File: config.mk
export PLATFORM = sky130hd
export DESIGN_NAME = sqw_device_flat
export DESIGN_NICKNAME = d
export VERILOG_FILES = /design/src/shared/sqw_pkg.sv /design/src/shared/sqw_link_if.sv /design/src/sqw_device.sv /design/src/sqw_prompt_gen.sv /design/src/flat_wrapper.sv
export VERILOG_INCLUDE_DIRS = /design/src /design/src/shared
export SDC_FILE = /design/constraint.sdc
export NUM_CORES = 1
export LEC_CHECK = 0
export ABC_CLOCK_PERIOD_IN_PS = 5100
export BUFFER_PORTS_ARGS = -buffer_cell sky130_fd_sc_hd__buf_4
export CAP_MARGIN = 20
export CORE_ASPECT_RATIO = 0.9
export CORE_UTILIZATION = 45
export CTS_BUF_LIST = sky130_fd_sc_hd__clkbuf_16
export DETAILED_ROUTE_END_ITERATION = 7
export GPL_TIMING_DRIVEN = 0
export PLACE_DENSITY = 0.63
export SLEW_MARGIN = 20
export SYNTH_ARGS = -nofsm -noshare
export SYNTH_HDL_FRONTEND = slang
export SYNTH_SLANG_ARGS = --single-unit
File: constraint.sdc
create_clock -name i_clock -period 5.1 [get_ports i_clock]
set_clock_uncertainty 0.15 [all_clocks]
set_input_delay 1.02 -clock i_clock [delete_from_list [all_inputs] [get_ports i_clock]]
set_output_delay 1.02 -clock i_clock [all_outputs]
set_load 0.1 [all_outputs]
File: src/shared/sqw_defs.svh
`ifndef SQW_DEFS_SVH
`define SQW_DEFS_SVH
`define SQW_CLK_NS         100
`define SQW_MS_NS          1000000
`define SQW_SCLK_HALF_NS   800
`define SQW_FRAME_BITS     5'h10
`define SQW_ADDR_METHOD    7'h13
`define SQW_ADDR_PERIOD    7'h14
`define SQW_ADDR_TRIGGER   7'h15
`define SQW_ADDR_PULSE     7'h16
`define SQW_ADDR_QUIZ      7'h2d
`define SQW_ADDR_REPLY     7'h2e
`define SQW_ADDR_PROMPT    7'h2f
`define SQW_F_METHOD       7:6
`define SQW_F_PRESC        5:4
`define SQW_F_THRESH       3:2
`define SQW_F_ACTION       1:0
`define SQW_F_CODE         7:5
`define SQW_RST_METHOD     8'h40
`define SQW_RST_CODE       3'h0
`define SQW_RST_BYTE       8'h00
`define SQW_THR_FIRST      4'h1
`define SQW_THR_FIFTH      4'h5
`define SQW_THR_NINTH      4'h9
`define SQW_ERR_MAX        4'hf
`define SQW_MASK_R3        8'hff
`define SQW_MASK_R2        8'h0f
`define SQW_MASK_R1        8'hf0
`define SQW_MASK_R0        8'h00
`define SQW_ANSWERS        128'hfe_b1_e8_a7_74_3b_62_2d_d3_9c_c5_8a_59_16_4f_00
`define SQW_Q_SEED         4'h1
`define SQW_Q_WRAP         4'hf
`define SQW_Q_PRIOR3       4'h7
`define SQW_AV_CMD         4'h0
`define SQW_AV_STATUS      4'h4
`define SQW_STEP_LAST_BIT  6'h20
`define SQW_STEP_CS_HIGH   6'h21
`define SQW_STEP_DONE      6'h22
`endif

File: src/shared/sqw_pkg.sv
package sqw_pkg;
  typedef enum logic [1:0] {
    SQW_M_AUTO    = 2'b00,
    SQW_M_TIMEOUT = 2'b01,
    SQW_M_WINDOW  = 2'b10,
    SQW_M_QUIZ    = 2'b11
  } sqw_method_t;
  typedef enum logic [1:0] {
    SQW_PH_FIRST  = 2'b01,
    SQW_PH_SECOND = 2'b10
  } sqw_phase_t;
  typedef enum logic [1:0] {
    SQW_H_IDLE = 2'b01,
    SQW_H_RUN  = 2'b10
  } sqw_host_state_t;
endpackage : sqw_pkg

File: src/shared/sqw_link_if.sv
`timescale 1ns/1ns
interface sqw_link_if;
  logic cs_n;
  logic sclk;
  logic mosi;
  logic miso;
  modport dev  (input cs_n, input sclk, input mosi, output miso);
  modport host (output cs_n, output sclk, output mosi, input miso);
endinterface : sqw_link_if

File: src/sqw_device.sv
`timescale 1ns/1ns
`include "sqw_defs.svh"
module sqw_device #(
  parameter int P_CYCLES_PER_MS = `SQW_MS_NS / `SQW_CLK_NS
) (
  input  wire logic       i_clock,
  input  wire logic       i_sys_rst,
  sqw_link_if.dev         link,
  input  wire logic       i_standby,
  input  wire logic       i_mode_change,
  input  wire logic       i_wake_event,
  input  wire logic       i_wake_clear,
  output logic            o_rxd,
  output logic            o_fail_irq,
  output logic            o_fail_rst,
  output logic      [3:0] o_err_count
);
  localparam logic [23:0] CYC_LAST = 24'(P_CYCLES_PER_MS - 1);

  logic        cs_meta, cs_s, cs_d;
  logic        sclk_meta, sclk_s, sclk_d;
  logic        mosi_meta, mosi_s;
  logic [4:0]  bit_cnt;
  logic [15:0] rx_sh;
  logic [7:0]  tx_sh;
  logic        rise, fall, wr_stb;
  logic [6:0]  wr_addr;
  logic [7:0]  wr_data;
  logic [7:0]  dog_method_and_action;
  logic [2:0]  period_code;
  logic [7:0]  dog_fail_pulse_width;
  logic [7:0]  quiz_setup;
  logic [3:0]  prompt_value_bits;
  logic [3:0]  q_count;
  logic [7:0]  expect_byte;
  logic [1:0]  reply_index_count;
  sqw_pkg::sqw_method_t method;
  sqw_pkg::sqw_method_t eff_method;
  sqw_pkg::sqw_phase_t  phase;
  logic [14:0] half_ms;
  logic [14:0] ms_cnt;
  logic [23:0] cyc_cnt;
  logic        started, halted, wake_flag, active, run, tick, expiry;
  logic        trig_wr, reply_wr, wake_trig, trigger, timing_change;
  logic        byte_ok, byte_bad, quiz_good;
  logic        good_evt, bad_evt, restart;
  logic [3:0]  threshold;

  // ==========================================
  // Period table
  function automatic logic [14:0] period_ms(input logic [2:0] code, input logic [1:0] pre);
    logic [59:0] row;
    row = 60'h0;
    case (code)
      3'h0:    row = {15'h0010, 15'h000c, 15'h0008, 15'h0004};
      3'h1:    row = {15'h0080, 15'h0060, 15'h0040, 15'h0020};
      3'h2:    row = {15'h0200, 15'h0180, 15'h0100, 15'h0080};
      3'h3:    row = {15'h0300, 15'h0200, 15'h0180, 15'h0100};
      3'h4:    row = {15'h0800, 15'h0600, 15'h0400, 15'h0200};
      3'h5:    row = {15'h2000, 15'h1800, 15'h1000, 15'h0800};
      3'h6:    row = {15'h0000, 15'h0000, 15'h4f10, 15'h2800};
      default: row = 60'h0;
    endcase
    period_ms = row[15 * pre +: 15];
  endfunction : period_ms

  // ==========================================
  // Serial slave, all input pins through two flops
  always_ff @(posedge i_clock or posedge i_sys_rst) begin
    if (i_sys_rst) begin
      cs_meta <= 1'b1; cs_s <= 1'b1; cs_d <= 1'b1;
      sclk_meta <= 1'b0; sclk_s <= 1'b0; sclk_d <= 1'b0;
      mosi_meta <= 1'b0; mosi_s <= 1'b0;
    end else begin
      cs_meta <= link.cs_n; cs_s <= cs_meta; cs_d <= cs_s;
      sclk_meta <= link.sclk; sclk_s <= sclk_meta; sclk_d <= sclk_s;
      mosi_meta <= link.mosi; mosi_s <= mosi_meta;
    end
  end

  assign rise    = sclk_s && !sclk_d && !cs_s;
  assign fall    = !sclk_s && sclk_d && !cs_s;
  assign wr_addr = rx_sh[14:8];
  assign wr_data = rx_sh[7:0];
  // Only whole frames count; stray frames between bytes do nothing
  assign wr_stb  = cs_s && !cs_d && bit_cnt == `SQW_FRAME_BITS && rx_sh[15];

  function automatic logic [7:0] reg_read(input logic [6:0] a);
    case (a)
      `SQW_ADDR_METHOD: reg_read = dog_method_and_action;
      `SQW_ADDR_PERIOD: reg_read = {period_code, 1'b0, o_err_count};
      `SQW_ADDR_PULSE:  reg_read = dog_fail_pulse_width;
      `SQW_ADDR_QUIZ:   reg_read = quiz_setup;
      `SQW_ADDR_PROMPT: reg_read = {4'h0, prompt_value_bits};
      default:          reg_read = 8'h00;
    endcase
  endfunction : reg_read

  always_ff @(posedge i_clock or posedge i_sys_rst) begin
    if (i_sys_rst) begin
      bit_cnt   <= 5'h0;
      rx_sh     <= 16'h0;
      tx_sh     <= 8'h0;
      link.miso <= 1'b0;
    end else if (cs_s) begin
      bit_cnt   <= 5'h0;
      link.miso <= 1'b0;
    end else begin
      if (rise) begin
        rx_sh <= {rx_sh[14:0], mosi_s};
        if (bit_cnt != 5'h1f) begin
          bit_cnt <= bit_cnt + 5'h1;
        end
        if (bit_cnt == 5'h7) begin
          tx_sh <= reg_read({rx_sh[5:0], mosi_s});
        end
      end
      if (fall && bit_cnt >= 5'h8) begin
        link.miso <= tx_sh[7];
        tx_sh     <= {tx_sh[6:0], 1'b0};
      end
    end
  end

  // ==========================================
  // Register file
  assign timing_change = wr_stb && active
    && ((wr_addr == `SQW_ADDR_METHOD && wr_data[`SQW_F_PRESC] != dog_method_and_action[`SQW_F_PRESC])
    || (wr_addr == `SQW_ADDR_PERIOD && wr_data[`SQW_F_CODE] != period_code));
  assign trig_wr  = wr_stb && wr_addr == `SQW_ADDR_TRIGGER;
  assign reply_wr = wr_stb && wr_addr == `SQW_ADDR_REPLY;

  always_ff @(posedge i_clock or posedge i_sys_rst) begin
    if (i_sys_rst) begin
      dog_method_and_action <= `SQW_RST_METHOD;
      period_code           <= `SQW_RST_CODE;
      dog_fail_pulse_width  <= `SQW_RST_BYTE;
      quiz_setup            <= `SQW_RST_BYTE;
    end else if (wr_stb) begin
      case (wr_addr)
        `SQW_ADDR_METHOD: dog_method_and_action <= wr_data;
        `SQW_ADDR_PERIOD: period_code <= wr_data[`SQW_F_CODE];
        `SQW_ADDR_PULSE:  dog_fail_pulse_width <= wr_data;
        `SQW_ADDR_QUIZ:   quiz_setup <= wr_data;
        default: ;
      endcase
    end
  end

  // ==========================================
  // Enable, halt and wake handling
  assign method     = sqw_pkg::sqw_method_t'(dog_method_and_action[`SQW_F_METHOD]);
  // Standby falls back to time-out unless autonomous was chosen
  assign eff_method = (i_standby && method != sqw_pkg::SQW_M_AUTO) ? sqw_pkg::SQW_M_TIMEOUT : method;
  assign wake_trig  = method == sqw_pkg::SQW_M_AUTO && i_standby && i_wake_event;
  assign trigger    = trig_wr || wake_trig;
  assign active     = started || (method == sqw_pkg::SQW_M_AUTO && !i_standby);
  assign half_ms    = period_ms(period_code, dog_method_and_action[`SQW_F_PRESC]) >> 1;
  // Reserved codes give a zero period and simply park the timer
  assign run        = active && !halted && half_ms != 15'h0;

  always_ff @(posedge i_clock or posedge i_sys_rst) begin
    if (i_sys_rst) begin
      started <= 1'b0;
    end else if (i_mode_change || wake_trig) begin
      started <= 1'b1;
    end else if (i_wake_clear && i_standby) begin
      started <= 1'b0;
    end
  end

  always_ff @(posedge i_clock or posedge i_sys_rst) begin
    if (i_sys_rst) begin
      halted <= 1'b0;
    end else if (timing_change) begin
      halted <= 1'b1;
    end else if (!active || trigger || reply_wr || i_mode_change) begin
      halted <= 1'b0;
    end
  end

  always_ff @(posedge i_clock or posedge i_sys_rst) begin
    if (i_sys_rst) begin
      wake_flag <= 1'b0;
      o_rxd     <= 1'b1;
    end else begin
      if (i_wake_event) begin
        wake_flag <= 1'b1;
      end else if (i_wake_clear) begin
        wake_flag <= 1'b0;
      end
      o_rxd <= !(i_standby && wake_flag);
    end
  end

  // ==========================================
  // Window timer
  assign tick   = cyc_cnt == CYC_LAST;
  assign expiry = run && tick && ms_cnt == half_ms - 15'h1 && phase == sqw_pkg::SQW_PH_SECOND;

  always_ff @(posedge i_clock or posedge i_sys_rst) begin
    if (i_sys_rst) begin
      cyc_cnt <= 24'h0;
      ms_cnt  <= 15'h0;
      phase   <= sqw_pkg::SQW_PH_FIRST;
    end else if (restart || !run) begin
      cyc_cnt <= 24'h0;
      ms_cnt  <= 15'h0;
      phase   <= sqw_pkg::SQW_PH_FIRST;
    end else if (tick) begin
      cyc_cnt <= 24'h0;
      if (ms_cnt == half_ms - 15'h1) begin
        ms_cnt <= 15'h0;
        phase  <= sqw_pkg::SQW_PH_SECOND;
      end else begin
        ms_cnt <= ms_cnt + 15'h1;
      end
    end else begin
      cyc_cnt <= cyc_cnt + 24'h1;
    end
  end

  // ==========================================
  // Quiz replies
  assign byte_ok  = reply_wr && run && eff_method == sqw_pkg::SQW_M_QUIZ && wr_data == expect_byte
    && ((reply_index_count != 2'h3) == (phase == sqw_pkg::SQW_PH_FIRST));
  assign quiz_good = byte_ok && reply_index_count == 2'h3 && q_count == `SQW_Q_PRIOR3;
  assign byte_bad = (reply_wr && !byte_ok) || (restart && !quiz_good);

  always_ff @(posedge i_clock or posedge i_sys_rst) begin
    if (i_sys_rst) begin
      reply_index_count <= 2'h0;
    end else if (restart) begin
      reply_index_count <= 2'h0;
    end else if (reply_wr && run && eff_method == sqw_pkg::SQW_M_QUIZ) begin
      reply_index_count <= reply_index_count + 2'h1;
    end
  end

  sqw_prompt_gen u_prompt (
    .i_clock    (i_clock),
    .i_sys_rst  (i_sys_rst),
    .i_byte_ok  (byte_ok),
    .i_byte_bad (byte_bad),
    .i_index    (reply_index_count),
    .o_prompt   (prompt_value_bits),
    .o_count    (q_count),
    .o_expect   (expect_byte)
  );

  // ==========================================
  // Trigger judgement
  always_comb begin
    good_evt = 1'b0;
    bad_evt  = 1'b0;
    restart  = 1'b0;
    if (i_mode_change) begin
      restart = 1'b1;
    end else if (halted) begin
      restart = trigger || reply_wr;
    end else if (run) begin
      case (eff_method)
        sqw_pkg::SQW_M_WINDOW: begin
          if (trig_wr) begin
            restart  = 1'b1;
            good_evt = phase == sqw_pkg::SQW_PH_SECOND;
            bad_evt  = phase == sqw_pkg::SQW_PH_FIRST;
          end
        end
        sqw_pkg::SQW_M_QUIZ: begin
          if (reply_wr && reply_index_count == 2'h3) begin
            restart  = 1'b1;
            good_evt = quiz_good;
            bad_evt  = !quiz_good;
          end
        end
        default: begin
          if (trigger) begin
            restart  = 1'b1;
            good_evt = 1'b1;
          end
        end
      endcase
      if (expiry && !restart) begin
        restart = 1'b1;
        bad_evt = 1'b1;
      end
    end
  end

  // ==========================================
  // Error counter and failure action
  always_comb begin
    case (dog_method_and_action[`SQW_F_THRESH])
      2'h0:    threshold = `SQW_THR_FIRST;
      2'h1:    threshold = `SQW_THR_FIFTH;
      default: threshold = `SQW_THR_NINTH;
    endcase
  end

  always_ff @(posedge i_clock or posedge i_sys_rst) begin
    if (i_sys_rst) begin
      o_err_count <= 4'h0;
      o_fail_irq  <= 1'b0;
      o_fail_rst  <= 1'b0;
    end else begin
      o_fail_irq <= 1'b0;
      o_fail_rst <= 1'b0;
      if (bad_evt && o_err_count + 4'h1 >= threshold) begin
        o_err_count <= 4'h0;
        o_fail_irq  <= dog_method_and_action[0];
        o_fail_rst  <= dog_method_and_action[1];
      end else if (bad_evt && o_err_count != `SQW_ERR_MAX) begin
        o_err_count <= o_err_count + 4'h1;
      end else if (good_evt && o_err_count != 4'h0) begin
        o_err_count <= o_err_count - 4'h1;
      end
    end
  end
endmodule : sqw_device

File: src/sqw_prompt_gen.sv
`timescale 1ns/1ns
`include "sqw_defs.svh"
module sqw_prompt_gen (
  input  wire logic       i_clock,
  input  wire logic       i_sys_rst,
  input  wire logic       i_byte_ok,
  input  wire logic       i_byte_bad,
  input  wire logic [1:0] i_index,
  output logic      [3:0] o_prompt,
  output logic      [3:0] o_count,
  output logic      [7:0] o_expect
);
  localparam logic [127:0] ANSWERS = `SQW_ANSWERS;

  // ==========================================
  // Question state machine
  // Stand-in polynomial; swap when real taps arrive
  function automatic logic [3:0] next_prompt(input logic [3:0] y);
    if (y == 4'h0) begin
      next_prompt = `SQW_Q_SEED;
    end else begin
      next_prompt = {y[2:0], y[3] ^ y[2]};
    end
  endfunction : next_prompt

  // Thermometer of correct bytes; full means good reply
  always_ff @(posedge i_clock or posedge i_sys_rst) begin
    if (i_sys_rst) begin
      o_count <= 4'h0;
    end else if (o_count == `SQW_Q_WRAP) begin
      o_count <= 4'h0;
    end else if (i_byte_bad) begin
      o_count <= 4'h0;
    end else if (i_byte_ok) begin
      o_count <= {o_count[2:0], 1'b1};
    end
  end

  always_ff @(posedge i_clock or posedge i_sys_rst) begin
    if (i_sys_rst) begin
      o_prompt <= 4'h0;
    end else if (o_count == `SQW_Q_WRAP) begin
      o_prompt <= next_prompt(o_prompt);
    end
  end

  // ==========================================
  // Expected reply bytes, highest response first
  always_comb begin
    o_expect = ANSWERS[8 * o_prompt +: 8];
    case (i_index)
      2'h0:    o_expect = o_expect ^ `SQW_MASK_R3;
      2'h1:    o_expect = o_expect ^ `SQW_MASK_R2;
      2'h2:    o_expect = o_expect ^ `SQW_MASK_R1;
      default: o_expect = o_expect ^ `SQW_MASK_R0;
    endcase
  end
endmodule : sqw_prompt_gen

File: src/flat_wrapper.sv
// flat-port wrapper written by rule: the top's interface ports become plain ports
module sqw_device_flat 
#(
  parameter int P_CYCLES_PER_MS = `SQW_MS_NS / `SQW_CLK_NS
)
  (i_clock, i_sys_rst, i_standby, i_mode_change, i_wake_event, i_wake_clear, o_rxd, o_fail_irq, o_fail_rst, o_err_count, link_cs_n, link_sclk, link_mosi, link_miso);
  sqw_link_if link_i ();
  input  wire logic i_clock;
  input  wire logic i_sys_rst;
  input  wire logic i_standby;
  input  wire logic i_mode_change;
  input  wire logic i_wake_event;
  input  wire logic i_wake_clear;
  output logic o_rxd;
  output logic o_fail_irq;
  output logic o_fail_rst;
  output logic      [3:0] o_err_count;
  input wire logic [$bits(link_i.cs_n)-1:0] link_cs_n;
  input wire logic [$bits(link_i.sclk)-1:0] link_sclk;
  input wire logic [$bits(link_i.mosi)-1:0] link_mosi;
  output wire logic [$bits(link_i.miso)-1:0] link_miso;
  assign link_i.cs_n = link_cs_n;
  assign link_i.sclk = link_sclk;
  assign link_i.mosi = link_mosi;
  assign link_miso = link_i.miso;
  sqw_device #(.P_CYCLES_PER_MS(P_CYCLES_PER_MS)) u_core (.i_clock(i_clock), .i_sys_rst(i_sys_rst), .link(link_i), .i_standby(i_standby), .i_mode_change(i_mode_change), .i_wake_event(i_wake_event), .i_wake_clear(i_wake_clear), .o_rxd(o_rxd), .o_fail_irq(o_fail_irq), .o_fail_rst(o_fail_rst), .o_err_count(o_err_count));
endmodule
==> summary.txt <==
Worst setup path
  • Setup crit start kind: register
  • Critical path type: register to register
  • Crit-path max FO: 10
  • CP Data Arrival Time: 4.74 ns
  • CP most frequent cell: buf_2
  • CP Data Required Time: 5.32 ns
  • Slowest CP cell: nor3_2
  • Critical-path cell list: buf_2, buf_2, inv_1, nand3_1, ha_1, clkbuf_1, o31ai_1, a221oi_1, xnor2_1, and3_1, nor4b_1, a32oi_1, nor3_2, and2_1
  • Slowest cell delay on critical path: 0.53 ns
  • Crit. End Element: register

STA
  • RSZ-0062 raised after global routing: no
  • Final hold violations: 0
  • Period minus WS final: 4.53 ns
  • Worst hold slack: 0.193 ns
  • Tightest Pin Transition: 1.01 ns
  • Tcrit/Tclk final: 0.887
  • Fin. max-slew vios: 0
  • Final setup violation count: 0
  • Fmax: 221 MHz
  • Max-slew headroom: 0.322
  • Setup TNS: 0 ns

Synthesis
  • Synth Register Bits: 126
  • Post-synth top cells: dfrtp_1 (120), nor2_1 (74), nand2_1 (66)
  • Syn nets: 794
  • EDFF count, synth: 0
  • Area of the mapped netlist: 7440 um2
  • Cell count after synthesis: 767
  • Synth cell types: 74
  • Fraction of registers with async set or reset after synthesis: 1.00
  • Area contributors post-synth: dfrtp_1 (40%), mux2_2 (7.4%), xor2_1 (4.8%)
  • Synth Flop Type: dfrtp_1
  • Syn_area_per_cell: 9.69 um2
  • Most numerous cell in the Yosys netlist: dfrtp_1
  • Yosys top cell by area: dfrtp_1
  • Sequential element share of the synthesized area: 0.425
  • Post-synth top area share: 0.404
  • Syn. warnings: 0

Die
  • Row count: 44
  • Die area: 17,000 um2
  • Placeable Area: 16,100 um2
  • IO Pins: 17
  • Starting Density: 0.461
  • Die W: 138 um
  • Die height: 124 um

Power and ir drop
  • Seq pwr share: 0.438
  • Power share of the combinational group: 0.112
  • VDD IR max: 0.000241 V
  • Power share of the clock group: 0.450
  • Leakage power: 3.60 nW
  • PwrDens: 293 nW/um2
  • Switching part of the total: 0.267
  • Internal cell power: 1.80 mW
  • Switch Pwr: 0.656 mW

Routing
  • DRC Markers: 0
  • Detailed Route WL: 17.7 mm
  • DRT iter0 DRCs: 520
  • TritonRoute pass-1 iters: 5
  • DR WL/cell: 17.3 um
  • DR vias/cell: 5.83
  • Post-DRT Antenna Nets: 0
  • Vias: 5,960

Final layout
  • N_diodes: 0
  • Area Overhead vs Synth: 12.7%
  • Register area: 3160 um2
  • Post-layout util: 0.520
  • Total Nets Final: 830
  • FILL cells: 1,436
  • Final Non-Filler Cells: 1,023
  • Multi-input combinational cell area: 4000 um2
  • Cell area after layout: 8380 um2
  • Layout cells sized above 1: 0.167

Placement
  • Post-DP Area: 7850 um2
  • Placed insts: 991
  • Number of port buffers: 16
  • Gp weighted congestion: 0.894
  • DP HPWL: 12.8 mm

GRT
  • GRT Total Usage: 0.225
  • Initial antenna violation count: 0
  • Vias in the first global route: 5,743
  • Largest net degree at the start of global routing: 67
  • First-pass GRT wire length: 29.1 mm
  • GRT overflow: 0

CTS
  • Clk buf depth: 2
  • Total CTS buffers: 17
  • H-Tree Depth: 4
  • CTS Sinks: 126
  • CTS tree: yes
  • CTS root buffer: clkbuf_16
  • Post-CTS sizing: 0
  • Clk slew on worst S/H paths: 0.06 ns
  • Post-CTS Hold Buffers: 0
  • Post-CTS setup buffer count: 0
  • Clk_lat worst skew: 0.43 ns

Run
  • Max-Cap Viols: 0

Status
  • Status: finished, final reports clean

Hold path
  • Tightest Hold Check Type: register to register
==> layout make-up <==
cell class / count / share of cell area
inverters: 26 / 0.0122
plain buffers: 38 / 0.0213
repair buffers: 17 / 0.0176
well taps: 207 / 0.0309
flip-flops and latches: 126 / 0.377
clock inverters: 15 / 0.0131
clock buffers: 17 / 0.0507
multi-input cells: 577 / 0.477
==> power by group through the flow <==
stage / logic, mW / clock network (mW) / registers [mW]
floorplan: 0.201 / 0 / 1.08
global placement: 0.267 / 0 / 1.09
detailed placement: 0.277 / 0 / 1.09
CTS: 0.278 / 1.13 / 1.08
global route: 0.303 / 1.18 / 1.08
finish: 0.275 / 1.11 / 1.08
==> cell families after synthesis <==
logic type               count (synthesis)  share of synthesized area
AND/OR/NAND/NOR                        311                      0.230
flip-flops                             126                      0.425
AO/OA/AOI/OAI                          125                      0.115
XOR/XNOR                                66                     0.0777
buffers and inverters                   64                     0.0372
multiplexers                            56                     0.0836
adder cells (fa/ha/maj)                 19                     0.0316
==> critical path: cells and delay by family, from the launching register on <==
kind	cells	cell delay [ns]
xor+xnor	1	0.20
fa+ha+maj	1	0.16
simple gates	5	1.63
compound gates	3	0.78
buf+inv	4	1.09
flops	1	0.44
==> through the flow <==
step	setup WS, ns	total power, mW
3_3_place_gp	-0.780	1.36
3_5_place_dp	0.752	1.37
5_1_grt	0.507	2.56
4_1_cts	0.728	2.48
6_report	0.575	2.46
2_1_floorplan	0.584	1.28
==> state kept, by name, summed over array words and instances (netlist names), 2 cells and up <==
signal and count:
u_core.cyc_cnt 24, u_core.rx_sh 16, u_core.ms_cnt 15, u_core.dog_fail_pulse_width 8
u_core.dog_method_and_action 8, u_core.quiz_setup 8, u_core.tx_sh 8, u_core.bit_cnt 5
u_core.o_err_count 4, u_core.u_prompt.o_count 4, u_core.u_prompt.o_prompt 4, u_core.period_code 3
u_core.phase 2, u_core.reply_index_count 2
==> layer usage <==
metal  part of all wire  GRT usage  routed length, um  vias to the layer above
li1                   -          -                  -                     2837
met1               0.49      0.314               8570                     2933
met2               0.45      0.341               7940                      159
met3              0.047     0.0448                825                       31
met4              0.018     0.0886                309                        0
met5                  0          0                  0                        -
==> cell usage in the layout (no fill, tap or decap), types with 12 or more instances in the layout <==
cell       count
dfrtp_1      120
nor2_1        74
nand2_1       66
mux2_2        49
xor2_1        41
nand3_1       30
inv_1         29
o21ai_0       28
xnor2_1       25
a21oi_1       22
clkbuf_1      20
buf_4         19
ha_1          18
and3_1        17
clkbuf_16     17
buf_2         14
nand4_1       14
nor3_1        13
a22oi_1       12
nor4_1        12
nor2b_1       12
==> final timing paths <==
path | startpoint | endpoint | slack [ns] | cells past startpoint
min in group asynchronous | i_sys_rst | u_core.cyc_cnt[18] | 0.50 | 2
hold reg to reg | u_core.sclk_meta | u_core.sclk_s | 0.19 | 0
max in group asynchronous | i_sys_rst | u_core.cs_d | 3.56 | 3
setup reg to reg | u_core.period_code[0] | u_core.o_fail_rst | 0.57 | 14
hold / removal | u_core.sclk_meta | u_core.sclk_s | 0.19 | 0
setup / recovery | u_core.period_code[0] | u_core.o_fail_rst | 0.57 | 14
Note: power is estimated with default switching activity, not from simulation.
